## src/core/ctf_defines.svh

```systemverilog
// Offsets, field positions, reset values and widths of the transmit flag block
// Assumes a byte-wide register port with an 8-bit address
`ifndef CTF_DEFINES_SVH
`define CTF_DEFINES_SVH

// ------------------------------------------------------------
// Register offsets
// ------------------------------------------------------------
`define CTF_ADDR_W 8
`define CTF_DATA_W 8
`define CTF_OFF_CONTROL 8'h00
`define CTF_OFF_RX_FLAGS 8'h04
`define CTF_OFF_RX_IE 8'h05
`define CTF_OFF_TX_FLAGS 8'h06
`define CTF_OFF_TX_IE 8'h07
`define CTF_OFF_ABORT_REQ 8'h08
`define CTF_OFF_ABORT_ACK 8'h09

// ------------------------------------------------------------
// Field positions
// ------------------------------------------------------------
`define CTF_CTL_INIT_REQ 0
`define CTF_CTL_LISTEN 1
`define CTF_CTL_WAKE_FN 2
`define CTF_CTL_INIT_ACK 3
`define CTF_RXF_FULL 0
`define CTF_RXF_OVERRUN 1
`define CTF_RXF_STATE_LO 4
`define CTF_RIE_RX_FULL 0
`define CTF_RIE_OVERRUN 1
`define CTF_RIE_WAKE 7
`define CTF_RIE_HELD_MASK 8'hC3
`define CTF_NUM_BUF 3

// ------------------------------------------------------------
// Reset values
// ------------------------------------------------------------
`define CTF_RST_TX_FLAGS 3'h7
`define CTF_RST_TX_IE 3'h0
`define CTF_RST_RX_IE 8'h00
`define CTF_RST_CONTROL 3'h0

`endif

```

## src/core/ctf_pkg.sv

```systemverilog
// Types shared by the transmit flag block
// Assumes the defines header is compiled alongside
package ctf_pkg;

   // ------------------------------------------------------------
   // Receiver and transmitter state codes
   // ------------------------------------------------------------
   typedef enum logic [1:0] {
      CTF_ST_OK = 2'h0,
      CTF_ST_WARN = 2'h1,
      CTF_ST_ERR = 2'h2,
      CTF_ST_BUS_OFF = 2'h3
   } ctf_bus_state_e;

   // ------------------------------------------------------------
   // Events from the protocol engine, one clock wide
   // ------------------------------------------------------------
   typedef struct packed {
      logic [2:0] tx_done;
      logic [2:0] abort_done;
      logic rx_full;
      logic overrun;
   } ctf_evt_s;

   // Engine fault states, levels on the same clock
   typedef struct packed {
      ctf_bus_state_e tx_state;
      ctf_bus_state_e rx_state;
   } ctf_engine_state_s;

endpackage : ctf_pkg

```

## src/core/ctf_tx_slot.sv

```systemverilog
// One transmit buffer: empty flag, abort request and abort acknowledge
// Assumes all inputs come from logic on the same clock
`timescale 1ns/10ps
module ctf_tx_slot (
   // Clock, reset, enable
   input wire logic clk,
   input wire logic reset,
   input wire logic ce,
   // Initialization hold
   input wire logic hold,
   // Software actions
   input wire logic sw_clear_empty,
   input wire logic sw_set_abort,
   // Engine events
   input wire logic sent_ok,
   input wire logic abort_granted,
   // State
   output logic empty_reg,
   output logic abort_req_reg,
   output logic abort_ack_reg
);

   logic set_empty;

   // Buffer freed by a good send or an honoured abort
   assign set_empty = sent_ok | abort_granted;

   // Empty flag, set wins over a clear in the same cycle
   always_ff @(posedge clk) begin
      if (reset || (ce && hold)) begin
         empty_reg <= 1'b1;
      end else if (ce) begin
         if (set_empty) begin
            empty_reg <= 1'b1;
         end else if (sw_clear_empty) begin
            empty_reg <= 1'b0;
         end
      end
   end

   // Abort request, only dropped when the buffer becomes empty
   always_ff @(posedge clk) begin
      if (reset || (ce && hold)) begin
         abort_req_reg <= 1'b0;
      end else if (ce) begin
         if (set_empty) begin
            abort_req_reg <= 1'b0;
         end else if (sw_set_abort && !empty_reg) begin
            abort_req_reg <= 1'b1;
         end
      end
   end

   // Abort acknowledge, dropped when software reschedules the buffer
   always_ff @(posedge clk) begin
      if (reset || (ce && hold)) begin
         abort_ack_reg <= 1'b0;
      end else if (ce) begin
         if (abort_granted) begin
            abort_ack_reg <= 1'b1;
         end else if (sw_clear_empty) begin
            abort_ack_reg <= 1'b0;
         end
      end
   end

endmodule : ctf_tx_slot

```

## src/core/ctf_tx_flags.sv

```systemverilog
// Transmit buffer flags, interrupt enables and receiver interrupt gating
// Assumes engine events and states arrive on CLK, registers on a plain port
//
// Summary of operation
// - Overrun raises error request when enabled
// - Receive full raises receiver request when enabled
// - Bus-off receiver code, forced OK after recovery
// - Write one clears empty flag, zero ignored
// - Flag register held reset during initialization
// - Three empty flags, one means empty
// - Successful send sets the empty flag
// - Honoured abort sets the empty flag
// - Transmit request pending while empty flag clear, unmasked
// - Clearing empty flag clears abort acknowledge
// - Setting empty flag clears abort request
// - Listen mode ignores clears, starts nothing
// - Scheduled buffer contents blocked from access
// - Enable bits gate transmitter empty requests
// - Enable register held reset during initialization
// - Receive full flag set on accepted message
// - Software cannot clear an abort request
//
// Our own choices: the placing of the registers and the address-and-strobe port.
`timescale 1ns/10ps
`include "ctf_defines.svh"
module ctf_tx_flags (
   // Clock, reset, enable
   input wire logic CLK,
   input wire logic RESET,
   input wire logic CE,
   // Register port
   input wire logic [`CTF_ADDR_W-1:0] ADDR,
   input wire logic [`CTF_DATA_W-1:0] WDATA,
   input wire logic WR,
   input wire logic RD,
   output logic [`CTF_DATA_W-1:0] RDATA,
   // Protocol engine side
   input wire ctf_pkg::ctf_evt_s ENGINE_EVT,
   input wire ctf_pkg::ctf_engine_state_s ENGINE_STATE,
   output logic [2:0] TX_REQUEST,
   output logic [2:0] ABORT_REQUEST,
   output logic [2:0] TX_BUF_LOCK,
   output logic LISTEN_MODE,
   output logic INIT_MODE,
   output logic WAKE_ARMED,
   // Interrupt requests
   output logic TX_IRQ,
   output logic RX_IRQ,
   output logic ERR_IRQ
);

   // ------------------------------------------------------------
   // Declarations
   // ------------------------------------------------------------
   logic init_request_reg;
   logic init_acknowledge_reg;
   logic listen_reg;
   logic wake_function_en_reg;
   logic [`CTF_DATA_W-1:0] rx_interrupt_enables_reg;
   logic [2:0] tx_empty_irq_en_reg;
   logic rx_buffer_full_reg;
   logic overrun_reg;
   ctf_pkg::ctf_bus_state_e receiver_state_reg;
   ctf_pkg::ctf_bus_state_e tx_state_prev_reg;
   ctf_pkg::ctf_bus_state_e receiver_state_next;
   logic [2:0] tx_buffer_empty;
   logic [2:0] abort_request;
   logic [2:0] abort_acknowledge;
   logic [2:0] sw_clear_empty;
   logic [2:0] sw_set_abort;
   logic in_init;
   logic writable;
   logic [`CTF_DATA_W-1:0] rdata_next;

   // ------------------------------------------------------------
   // Decode helpers
   // ------------------------------------------------------------

   // Write strobe aimed at one offset
   function automatic logic wr_hit(input logic wr, input logic [`CTF_ADDR_W-1:0] addr,
                                   input logic [`CTF_ADDR_W-1:0] off);
      wr_hit = wr && (addr == off);
   endfunction : wr_hit

   // ------------------------------------------------------------
   // Initialization mode
   // ------------------------------------------------------------

   // Mode held only when both request and acknowledge are high
   assign in_init = init_request_reg && init_acknowledge_reg;
   // Buffer, abort and enable writes only accepted when both are low
   assign writable = !init_request_reg && !init_acknowledge_reg;

   // Control bits written by software
   always_ff @(posedge CLK) begin
      if (RESET) begin
         init_request_reg <= 1'b0;
         listen_reg <= 1'b0;
         wake_function_en_reg <= 1'b0;
      end else if (CE && wr_hit(WR, ADDR, `CTF_OFF_CONTROL)) begin
         init_request_reg <= WDATA[`CTF_CTL_INIT_REQ];
         listen_reg <= WDATA[`CTF_CTL_LISTEN];
         wake_function_en_reg <= WDATA[`CTF_CTL_WAKE_FN];
      end
   end

   // Acknowledge follows the request one cycle later
   always_ff @(posedge CLK) begin
      if (RESET) begin
         init_acknowledge_reg <= 1'b0;
      end else if (CE) begin
         init_acknowledge_reg <= init_request_reg;
      end
   end

   // ------------------------------------------------------------
   // Receiver side
   // ------------------------------------------------------------

   // Receiver enables, status change fields kept through initialization
   always_ff @(posedge CLK) begin
      if (RESET) begin
         rx_interrupt_enables_reg <= `CTF_RST_RX_IE;
      end else if (CE) begin
         if (in_init) begin
            rx_interrupt_enables_reg <= rx_interrupt_enables_reg & ~`CTF_RIE_HELD_MASK;
         end else if (writable && wr_hit(WR, ADDR, `CTF_OFF_RX_IE)) begin
            rx_interrupt_enables_reg <= WDATA;
         end
      end
   end

   // Receive full flag, set by the engine wins over a write-one clear
   always_ff @(posedge CLK) begin
      if (RESET) begin
         rx_buffer_full_reg <= 1'b0;
      end else if (CE) begin
         if (ENGINE_EVT.rx_full) begin
            rx_buffer_full_reg <= 1'b1;
         end else if (wr_hit(WR, ADDR, `CTF_OFF_RX_FLAGS) && WDATA[`CTF_RXF_FULL]) begin
            rx_buffer_full_reg <= 1'b0;
         end
      end
   end

   // Overrun flag, same set-over-clear priority
   always_ff @(posedge CLK) begin
      if (RESET) begin
         overrun_reg <= 1'b0;
      end else if (CE) begin
         if (ENGINE_EVT.overrun) begin
            overrun_reg <= 1'b1;
         end else if (wr_hit(WR, ADDR, `CTF_OFF_RX_FLAGS) && WDATA[`CTF_RXF_OVERRUN]) begin
            overrun_reg <= 1'b0;
         end
      end
   end

   // Receiver state with extra bus-off code and forced recovery
   always_comb begin
      receiver_state_next = ENGINE_STATE.rx_state;
      if (ENGINE_STATE.tx_state == ctf_pkg::CTF_ST_BUS_OFF) begin
         receiver_state_next = ctf_pkg::CTF_ST_BUS_OFF;
      end else if (tx_state_prev_reg == ctf_pkg::CTF_ST_BUS_OFF &&
                   ENGINE_STATE.tx_state == ctf_pkg::CTF_ST_OK) begin
         receiver_state_next = ctf_pkg::CTF_ST_OK;
      end
   end

   // State tracking, unaffected by initialization
   always_ff @(posedge CLK) begin
      if (RESET) begin
         receiver_state_reg <= ctf_pkg::CTF_ST_OK;
         tx_state_prev_reg <= ctf_pkg::CTF_ST_OK;
      end else if (CE) begin
         receiver_state_reg <= receiver_state_next;
         tx_state_prev_reg <= ENGINE_STATE.tx_state;
      end
   end

   // ------------------------------------------------------------
   // Transmit buffers
   // ------------------------------------------------------------

   // Per-buffer software actions and flag cells
   genvar gi;
   generate
      for (gi = 0; gi < `CTF_NUM_BUF; gi = gi + 1) begin : g_slot
         // Clear request honoured only when writable and not listening
         assign sw_clear_empty[gi] = writable && !listen_reg && WDATA[gi] &&
                                     wr_hit(WR, ADDR, `CTF_OFF_TX_FLAGS);
         // Abort request only ever set by software
         assign sw_set_abort[gi] = writable && WDATA[gi] &&
                                   wr_hit(WR, ADDR, `CTF_OFF_ABORT_REQ);

         ctf_tx_slot u_slot (
            .clk(CLK),
            .reset(RESET),
            .ce(CE),
            .hold(in_init),
            .sw_clear_empty(sw_clear_empty[gi]),
            .sw_set_abort(sw_set_abort[gi]),
            .sent_ok(ENGINE_EVT.tx_done[gi]),
            .abort_granted(ENGINE_EVT.abort_done[gi]),
            .empty_reg(tx_buffer_empty[gi]),
            .abort_req_reg(abort_request[gi]),
            .abort_ack_reg(abort_acknowledge[gi])
         );
      end
   endgenerate

   // Transmitter empty interrupt enables
   always_ff @(posedge CLK) begin
      if (RESET) begin
         tx_empty_irq_en_reg <= `CTF_RST_TX_IE;
      end else if (CE) begin
         if (in_init) begin
            tx_empty_irq_en_reg <= `CTF_RST_TX_IE;
         end else if (writable && wr_hit(WR, ADDR, `CTF_OFF_TX_IE)) begin
            tx_empty_irq_en_reg <= WDATA[2:0];
         end
      end
   end

   // ------------------------------------------------------------
   // Engine-facing outputs
   // ------------------------------------------------------------

   // Scheduled buffers offered to the engine, none in listen mode
   always_ff @(posedge CLK) begin
      if (RESET) begin
         TX_REQUEST <= 3'h0;
         TX_BUF_LOCK <= 3'h0;
         ABORT_REQUEST <= 3'h0;
      end else if (CE) begin
         TX_REQUEST <= (listen_reg || in_init) ? 3'h0 : ~tx_buffer_empty;
         TX_BUF_LOCK <= ~tx_buffer_empty;
         ABORT_REQUEST <= abort_request;
      end
   end

   // Mode indications
   always_ff @(posedge CLK) begin
      if (RESET) begin
         LISTEN_MODE <= 1'b0;
         INIT_MODE <= 1'b0;
         WAKE_ARMED <= 1'b0;
      end else if (CE) begin
         LISTEN_MODE <= listen_reg;
         INIT_MODE <= in_init;
         WAKE_ARMED <= wake_function_en_reg && rx_interrupt_enables_reg[`CTF_RIE_WAKE];
      end
   end

   // ------------------------------------------------------------
   // Interrupt requests
   // ------------------------------------------------------------

   // Level requests, pending while flag set and enabled
   always_ff @(posedge CLK) begin
      if (RESET) begin
         TX_IRQ <= 1'b0;
         RX_IRQ <= 1'b0;
         ERR_IRQ <= 1'b0;
      end else if (CE) begin
         TX_IRQ <= |(tx_buffer_empty & tx_empty_irq_en_reg);
         RX_IRQ <= rx_buffer_full_reg && rx_interrupt_enables_reg[`CTF_RIE_RX_FULL];
         ERR_IRQ <= overrun_reg && rx_interrupt_enables_reg[`CTF_RIE_OVERRUN];
      end
   end

   // ------------------------------------------------------------
   // Register read path
   // ------------------------------------------------------------

   // Read mux, unmapped offsets return zero
   always_comb begin
      rdata_next = '0;
      case (ADDR)
         `CTF_OFF_CONTROL: begin
            rdata_next[`CTF_CTL_INIT_REQ] = init_request_reg;
            rdata_next[`CTF_CTL_LISTEN] = listen_reg;
            rdata_next[`CTF_CTL_WAKE_FN] = wake_function_en_reg;
            rdata_next[`CTF_CTL_INIT_ACK] = init_acknowledge_reg;
         end
         `CTF_OFF_RX_FLAGS: begin
            rdata_next[`CTF_RXF_FULL] = rx_buffer_full_reg;
            rdata_next[`CTF_RXF_OVERRUN] = overrun_reg;
            rdata_next[`CTF_RXF_STATE_LO +: 2] = receiver_state_reg;
         end
         `CTF_OFF_RX_IE: begin
            rdata_next = rx_interrupt_enables_reg;
         end
         `CTF_OFF_TX_FLAGS: begin
            rdata_next[2:0] = tx_buffer_empty;
         end
         `CTF_OFF_TX_IE: begin
            rdata_next[2:0] = tx_empty_irq_en_reg;
         end
         `CTF_OFF_ABORT_REQ: begin
            rdata_next[2:0] = abort_request;
         end
         `CTF_OFF_ABORT_ACK: begin
            rdata_next[2:0] = abort_acknowledge;
         end
         default: begin
            rdata_next = '0;
         end
      endcase
   end

   // Read data stands one cycle after the strobe only
   always_ff @(posedge CLK) begin
      if (RESET) begin
         RDATA <= '0;
      end else if (CE) begin
         RDATA <= RD ? rdata_next : '0;
      end
   end

endmodule : ctf_tx_flags

```

## config.mk

```make
export PLATFORM = sky130hd
export DESIGN_NAME = ctf_tx_flags
export DESIGN_NICKNAME = d
export VERILOG_FILES = /design/src/core/ctf_pkg.sv /design/src/core/ctf_tx_slot.sv /design/src/core/ctf_tx_flags.sv
export VERILOG_INCLUDE_DIRS = /design/src /design/src/core
export SDC_FILE = /design/constraint.sdc
export NUM_CORES = 1
export LEC_CHECK = 0
export BUFFER_PORTS_ARGS = -buffer_cell sky130_fd_sc_hd__buf_2
export CORE_ASPECT_RATIO = 1.5
export CORE_UTILIZATION = 53
export CTS_CLUSTER_DIAMETER = 80
export DETAILED_ROUTE_END_ITERATION = 10
export PLACE_DENSITY = 0.79
export SYNTH_ARGS = -nofsm -noshare
export SYNTH_HDL_FRONTEND = slang
export SYNTH_SLANG_ARGS = --single-unit
```

## constraint.sdc

```tcl
create_clock -name CLK -period 2.3 [get_ports CLK]
set_input_delay 0.575 -clock CLK [delete_from_list [all_inputs] [get_ports CLK]]
set_output_delay 0.575 -clock CLK [all_outputs]
set_load 0.02 [all_outputs]
```

* Word level (Yosys, flattened, before mapping)
Cells that the tools add are included.
** Word-level totals
- Flip-flop bits (word level) :: 53
- Memory bits (writable) :: 0
- Latch bits :: 0
- ROM bits :: 0
- Memories :: 0
- Word-level logic and storage cells :: 148
- Input bits :: 33
- Output and inout bits :: 23
** Cells by class
- Shift-type cells :: 0
- Eq/ne operators :: 8
- Reduce and logical (&&, ||, !) cells :: 72
- Muxes and demuxes :: 32
- Magnitude comparators :: 0
- Divide/modulo/power cells :: 0
- Multipliers :: 0
- $add $sub $neg :: 0
- Bitwise gates (word level) :: 6
** Operator list (number)
- $logic_and 1x1->1 :: 34
- $eq 8x3->1 const B :: 4
- $reduce_and 2->1 :: 13
- $reduce_bool 2->1 :: 13
- $mux 8 :: 3
- $mux 1 :: 19
- $eq 8x4->1 const B :: 2
- $pmux 2 s7 :: 1
- $mux 3 :: 3
- $logic_not 8->1 :: 1
- $logic_not 1->1 :: 6
- $mux 2 :: 3
- $pmux 1 s6 :: 1
- $eq 2x2->1 const B :: 2
- $pmux 2 s2 :: 1
- $and 3x3->3 :: 1
- $not 3->3 :: 1
- $or 1x1->1 :: 3
- $reduce_and 3->1 :: 1
- $reduce_or 3->1 :: 1
- $logic_not 2->1 :: 1
- $logic_or 1x1->1 :: 2
- $pmux 1 s2 :: 1
- $not 1->1 :: 1

* Logic depth before layout (Yosys ltp)
Gate-level depths: netlist (run 1).
- Depth after elaboration :: 7
- Depth in mapped cells :: 7
- Depth with buffers taken out :: 4

* By module
A second synthesis (run 1) with hierarchy kept.
** Second synthesis, totals
- Cells, all modules :: 272
- Area, all modules :: 2394.8 um^2
** Modules (own cells, without submodules)
- ctf_tx_flags :: area each 2011.9 um^2, cells an instance 233, times used 1, sequential area each 880.8 um^2
- ctf_tx_slot :: area each 127.6 um^2, cells an instance 13, times used 3, sequential area each 60.1 um^2

* Least setup slack after synthesis (run 1)
No wires, ideal clock.
- Kind :: input to register
- Start point :: in ADDR[5]
- End point :: reg rx_interrupt_enables_reg[0]
- Required time :: 2.168 ns
- Arrival :: 1.962 ns
- Library setup time :: 0.132 ns
- Buffers on the path :: 1
- Slack :: 0.206 ns
- Cell stages on the path :: 5
- Path through :: or4_4 > or4_1 > buf_2 > nand3_1 > a21oi_1
** Between the ends
- Longest elaborated chain between the ends :: 5
** Ends and longest elaborated chain
- start: declaration :: RTL line ctf_tx_flags.sv:32 : input wire logic [`CTF_ADDR_W-1:0] ADDR,
- $eq 8x3->1 :: RTL line ctf_tx_flags.sv:82 : wr_hit = wr && (addr == off);
- $logic_and 1x1->1 :: RTL line ctf_tx_flags.sv:82
- $logic_and 1x1->1 :: RTL line ctf_tx_flags.sv:127 : end else if (writable && wr_hit(WR, ADDR, `CTF_OFF_RX_IE)) begin
- $reduce_bool 2->1 (no line)
- $reduce_and 2->1 (no line)
- end signal: assignment :: RTL line ctf_tx_flags.sv:123 : rx_interrupt_enables_reg <= `CTF_RST_RX_IE;
- end signal: assignment :: RTL line ctf_tx_flags.sv:126 : rx_interrupt_enables_reg <= rx_interrupt_enables_reg & ~`CTF_RIE_HELD_MASK;
- end: declaration :: RTL line ctf_tx_flags.sv:59 : logic [`CTF_DATA_W-1:0] rx_interrupt_enables_reg;
No other way between the ends.
A chain may end at the register's enable or synchronous reset.

* Worst setup path in the final report (run 1)
Same ends and word-level chain as after synthesis.

==> summary.md, run 1 <==
| Metric | Value |
|---|---|
| Final Max Tran Viols | 0 |
| Post-DP HPWL | 4.57 mm |
| Hold Slack | 0.459 ns |
| Deepest clock path buffer count | 2 |
| Initial core utilization | 55.6% |
| Die area | 0.00476 mm^2 |
| Slew margin rel. | 66.3% |
| Placed insts | 366 |
| Crit Path Max Fanout | 8 |
| Setup_tns | 0 ns |
| Crit end category | flop |
| #FFs+latches synth | 53 |
| Antenna Cells | 0 |
| CP endpoint | rx_interrupt_enables_reg[0] |
| Routability congestion estimate | 0.905 |
| Initial antenna violation count | 0 |
| GR Util All Layers | 28.5% |
| Ratio of cells with drive above 1 in the final layout | 28.4% |
| Drt first pass iters | 7 |
| Outcome | complete, but fails checks |
| Unrepaired setup endpoints after global routing | false |
| CTS Hold Bufs | 0 |
| Wire per inst | 16.5 um |
| WL final | 6.14 mm |
| Failing checks | DRC |
| Maxcap violations | 0 |
| Worst-margin pin slew | 0.502 ns |
| Total power | 1.63 mW |
| Via count | 2210 |
| WS Path Type | input port to flop |
| Tmin final | 2.01 ns |
| Mapped Nets | 303 |
| Register area share after synthesis | 44.6% |
| Final setup margin | 0.289 ns |
| CTS tree | yes |
| Worst clock skew | 0.00823 ns |
| Flop-to-flop setup slack | 0.40 ns |
| Commonest non-fill, non-tap cells in the layout | buf_2, dfxtp_1, nand2_1 |
| Nets@finish | 360 |
| Post-route antenna net violation count | 0 |
| Critical path data arrival time | 2.18 ns |
| Gr ovfl total | 0 |
| FFs w/ async S/R, synth | 0% |
| First-pass GRT wire length | 10.4 mm |
| DR iter-0 viols | 96 |
| Final setup violation count | 0 |
| Largest net degree at the start of global routing | 45 |
| P&R area growth vs syn | 18.4% |
| Clock Sinks | 53 |
| Syn Area/Cell | 8.81 um^2 |
| Clk Latency, worst-skew pair | 0.31 ns |
| Clk root buf | clkbuf_8 |
| RR Startpoint | init_request_reg |
| Yosys warnings | 0 |
| Via density | 5.92 |
| Drc violations | 6 |
| Final Hold Fails | 0 |
| IO Count | 56 |
| Width of the die | 56.7 um |
| Die Span Y | 84.0 um |
| Cells after synthesis | 270 |
| Cell area after placement | 0.00273 mm^2 |
| DP Worst Slack | -0.0123 ns |
| Crit path launch type | input port |
| H-tree lvl count | 2 |
| # Post-CTS Setup Buffers | 0 |
| Max Freq | 497 MHz |
| Cell Count, Final, Fillers Out | 373 |
| Mapped cell area | 0.00238 mm^2 |
| Worst hold path class | flop to flop |
| Worst hold stages | 2 |
| Endpoint of the worst register-to-register path | rx_interrupt_enables_reg[0] |
| Final Util | 65.8% |
| Commonest non-fill, non-tap cell in the layout | buf_2 |
| Num rows | 29 |
| Library cells used by synthesis | 44 |
| Final period util | 87.4% |
| Worst reg2reg path depth | 4 |
| Leak pwr | 1.15 nW |
| IR drop worst, VDD | 0.528 mV |
| EDFF count, synth | 0 |
| Crit path from | ADDR[5] |
| Vias in the first global route | 2208 |
| Pwr dens | 580 mW/mm^2 |
| CTS Buf Count | 5 |
| Port Buffers | 55 |
| Critical Path RT | 2.47 ns |
| Finished Cell Area | 0.00282 mm^2 |
| Core area | 0.00428 mm^2 |
| Post-cts resize count | 0 |
| Top_reg_cell synth | dfxtp_1 |
| Clk slew on worst S/H paths | 0.09 ns |
==> worst max-delay path, stage by stage <==
cell,delay (ns)
buf_2,0.10
or4_4,0.55
or4_1,0.70
nand3_1,0.17
a21oi_1,0.08
==> metal layers <==
layer  vias up  GRT usage (%)  share of wire [%]
li1       1082              -                  -
met1      1041           31.7                 39
met2        64           48.8                 51
met3        23           6.82                4.9
met4         0           15.2                4.8
met5         -              0                  0
==> worst min-delay path by stage <==
stage | slack (ns) | endpoint | from
global route | 0.48 | INIT_MODE | INIT_MODE
finish | 0.46 | rx_interrupt_enables_reg[5] | rx_interrupt_enables_reg[5]
global placement | 0.44 | rx_interrupt_enables_reg[2] | rx_interrupt_enables_reg[2]
CTS | 0.46 | RX_IRQ | RX_IRQ
floorplan | 0.43 | rx_interrupt_enables_reg[3] | rx_interrupt_enables_reg[3]
detailed placement | 0.45 | rx_interrupt_enables_reg[5] | rx_interrupt_enables_reg[5]
==> final cells by class <==
| cell class | count | area [um^2] |
|---|---|---|
| Clock buffer | 6 | 82.6 |
| Clock inverter | 1 | 7.51 |
| Fill cell | 394 | 1470 |
| Inverter | 7 | 26.3 |
| Multi-Input combinational cell | 193 | 1220 |
| Sequential cell | 53 | 1060 |
| Tap cell | 46 | 57.6 |
| Timing Repair Buffer | 67 | 365 |
==> cells in the mapped netlist, types with 2 or more instances <==
| cell | n | area, um^2 |
|---|---|---|
| dfxtp_1 | 53 | 1060 |
| nand2b_1 | 2 | 12.5 |
| nand4bb_1 | 2 | 22.5 |
| o21ai_0 | 7 | 35.0 |
| buf_2 | 2 | 10.0 |
| or4_1 | 2 | 15.0 |
| a21oi_1 | 22 | 110 |
| a2bb2oi_1 | 3 | 26.3 |
| clkbuf_1 | 12 | 45.0 |
| nor3_1 | 3 | 15.0 |
| nor4_1 | 3 | 18.8 |
| a22o_1 | 2 | 17.5 |
| mux2_2 | 3 | 33.8 |
| a21o_1 | 4 | 30.0 |
| a31oi_1 | 5 | 31.3 |
| a221oi_1 | 3 | 26.3 |
| a211oi_1 | 4 | 30.0 |
| nand2_1 | 35 | 131 |
| a31o_2 | 5 | 43.8 |
| nand3b_1 | 2 | 15.0 |
| and3_1 | 3 | 18.8 |
| nor4_4 | 3 | 63.8 |
| mux2i_1 | 10 | 100 |
| nor2_1 | 28 | 105 |
| nor2b_1 | 6 | 37.5 |
| inv_1 | 7 | 26.3 |
| nand3_1 | 16 | 80.1 |
| a22oi_1 | 7 | 52.6 |
==> logic make-up (layout without fill, tap and decap cells) <==
| logic type | after synthesis | after routing | share of synthesized area (%) |
|---|---|---|---|
| AND/OR/NAND/NOR | 113 | 113 | 26.4 |
| AO/OA/AOI/OAI | 67 | 67 | 19.1 |
| flip-flops | 53 | 53 | 44.6 |
| buffers and inverters | 24 | 81 | 4.26 |
| multiplexers | 13 | 13 | 5.63 |
==> power by group <==
part | switching [mW] | internal (mW) | total [mW] | leakage, nW
logic | 0.0988 | 0.0642 | 0.163 | 0.674
clock network | 0.292 | 0.238 | 0.530 | 0.0433
registers | 0.00812 | 0.932 | 0.940 | 0.430
(Power assumes the default switching activity.)
==> run 2: changes to the inputs <==
CORE_UTILIZATION = 52   (was 53)
HOLD_SLACK_MARGIN = 0.1   (was unset)
PLACE_DENSITY = 0.78   (was 0.79)
clock period = 2 ns   (was 2.3 ns; I/O delays follow)
==> run 2 against run 1 <==
  * The flow still finishes with violations (DRC)
  * Setup slack got worse by 0.18 ns
  * Largest cell class unchanged
  * Via count increased by 1.4%
  * Sequential power increased by 15%
  * Die area increased by 1.9%
  * Cell count increased by 1.9%
  * Combinational power increased by 20%
  * Non-clock buffer count increased by 6
  * Total power increased by 23%
==> summary.md, run 2 (same netlist as run 1, synthesis figures left out) <==
| Metric | Value |
|---|---|
| Outcome | complete, but fails checks |
| Failing checks | DRC |
| WS Path Type | input port to flop |
| Die Span Y | 84.8 um |
| IO Count | 56 |
| Clock Sinks | 53 |
| WL final | 6.11 mm |
| Vias in the first global route | 2150 |
| Clk slew on worst S/H paths | 0.09 ns |
| Commonest non-fill, non-tap cell in the layout | buf_2 |
| Wire per inst | 16.1 um |
| Port Buffers | 55 |
| Final period util | 94.6% |
| Width of the die | 57.2 um |
| CP Buf/Inv Count | 3 |
| Largest net degree at the start of global routing | 45 |
| Commonest non-fill, non-tap cells in the layout | buf_2, dfxtp_1, nand2_1 |
| CTS tree | yes |
| Final setup margin | 0.108 ns |
| Drc violations | 9 |
| Leak pwr | 1.20 nW |
| # Post-CTS Setup Buffers | 0 |
| DR iter-0 viols | 148 |
| Via density | 5.90 |
| Unrepaired setup endpoints after global routing | false |
| Worst-margin pin slew | 0.486 ns |
| CTS Buf Count | 5 |
| Tmin final | 1.89 ns |
| Uppermost routed layer | met4 |
| Crit path launch type | input port |
| Crit end category | flop |
| Met3 wire length | 310 um |
| Ratio of cells with drive above 1 in the final layout | 29.9% |
| Crit path max-delay family | simple AND/OR/NAND/NOR gates |
| Max stage delay on crit path | 0.61 ns |
| Worst hold path class | input port to flop |
| Via count | 2241 |
| Deepest clock path buffer count | 2 |
| Nets@finish | 366 |
| Post-route antenna net violation count | 0 |
| Final setup violation count | 0 |
| Maxcap violations | 0 |
| GR Util All Layers | 26.7% |
| Clk Latency, worst-skew pair | 0.31 ns |
| Slowest CP cell | or4_4 |
| H-tree lvl count | 2 |
| Post-cts resize count | 0 |
| CP Cell Sequence | buf_2 > or4_4 > buf_4 > nor4_1 > buf_4 > a22oi_1 > a21oi_1 |
| Routability congestion estimate | 0.892 |
| Initial antenna violation count | 0 |
| Most common cell on crit path | buf_4 |
| Critical Path RT | 2.25 ns |
| Worst reg2reg path depth | 5 |
| CP endpoint | RDATA[5] |
| CTS Hold Bufs | 0 |
| Endpoint of the worst register-to-register path | g_slot[0].u_slot.abort_ack_reg |
| Drt first pass iters | 8 |
| DP Worst Slack | -0.182 ns |
| RR Startpoint | init_request_reg |
| Clk root buf | clkbuf_8 |
| Final Max Tran Viols | 0 |
| Gr ovfl total | 0 |
| Slew margin rel. | 67.6% |
| Worst clock skew | 0.00366 ns |
| Die area | 0.00485 mm^2 |
| Post-DP HPWL | 4.51 mm |
| Core area | 0.00432 mm^2 |
| Pwr dens | 692 mW/mm^2 |
| Antenna Cells | 0 |
| Max Freq | 529 MHz |
| Crit path from | ADDR[6] |
| Hold Slack | 0.426 ns |
| Initial core utilization | 55.1% |
| Crit Path Max Fanout | 6 |
| IR drop worst, VDD | 0.513 mV |
| M1 wire length | 2.48 mm |
| Flop-to-flop setup slack | 0.33 ns |
| Num rows | 29 |
| First-pass GRT wire length | 10.0 mm |
| Critical path data arrival time | 2.14 ns |
| Filler cell count | 363 |
| Met2 routed WL | 3.16 mm |
| Final Hold Fails | 0 |
| Critical path depth | 7 |
| P&R area growth vs syn | 21.9% |
[run 2: cell types whose count changed in the layout (fill, tap and decap cells not counted)]
cell / previous run / this run
clkinv_4: 0 / 1
clkbuf_1: 0 / 1
clkinvlp_4: 1 / 0
buf_4: 12 / 17
clkbuf_8: 6 / 5
buf_12: 0 / 1
or4_1: 2 / 1
or4_4: 1 / 2
bufinv_16: 0 / 1
[run 2: stage by stage]
step                      power (mW)  utilization [%]  setup TNS (ns)  instance area, um^2  std cells
final                           2.01             67.1               0                 2900        380
after global routing            2.08             67.1               0                 2900        380
after CTS                       2.01             67.1               0                 2900        380
after detailed placement        1.30             64.6           -3.95                 2790        372
after global placement          1.29             64.6           -3.66                 2790        372
after floorplan                 1.21                -               0                 2390        270
[run 2: how the worst min path moves through the flow]
stage,to,depth (start not counted),startpoint
finish,rx_interrupt_enables_reg[4],3,WDATA[4]
global route,rx_interrupt_enables_reg[4],3,WDATA[4]
CTS,rx_interrupt_enables_reg[6],3,WDATA[6]
detailed placement,ERR_IRQ,2,ERR_IRQ
global placement,rx_interrupt_enables_reg[2],2,rx_interrupt_enables_reg[2]
floorplan,rx_interrupt_enables_reg[3],2,rx_interrupt_enables_reg[3]
[run 2: layout make-up]
class                      instances  area (um^2)  share of cell area [%]
clock buffer                       6         72.6                    2.50
sequential                        53         1060                    36.6
timing repair buffer              73          423                    14.6
clock inverter                     2         38.8                    1.34
tap                               46         57.6                    1.99
multi-input combinational        193         1220                    42.1
inverter                           7         26.3                   0.906
[run 2: worst register-to-register path: stages, from the launching register on]
cell and delay, ns:
dfxtp_1 0.39, nand4bb_1 0.34, buf_4 0.24, nor2_1 0.19
nand3_1 0.14, a31o_2 0.27
[run 2: per-layer routing]
| metal | GRT usage, % | up-vias |
|---|---|---|
| met2 | 46.4 | 77 |
| met4 | 12.0 | 0 |
| met1 | 31.7 | 1052 |
| li1 | - | 1099 |
| met5 | 0 | - |
| met3 | 4.42 | 13 |
[run 2: power breakdown]
| group | internal (mW) | switching (mW) | leakage, nW |
|---|---|---|---|
| clock | 0.376 | 0.353 | 0.0554 |
| sequential | 1.07 | 0.00946 | 0.430 |
| combinational | 0.0799 | 0.115 | 0.714 |
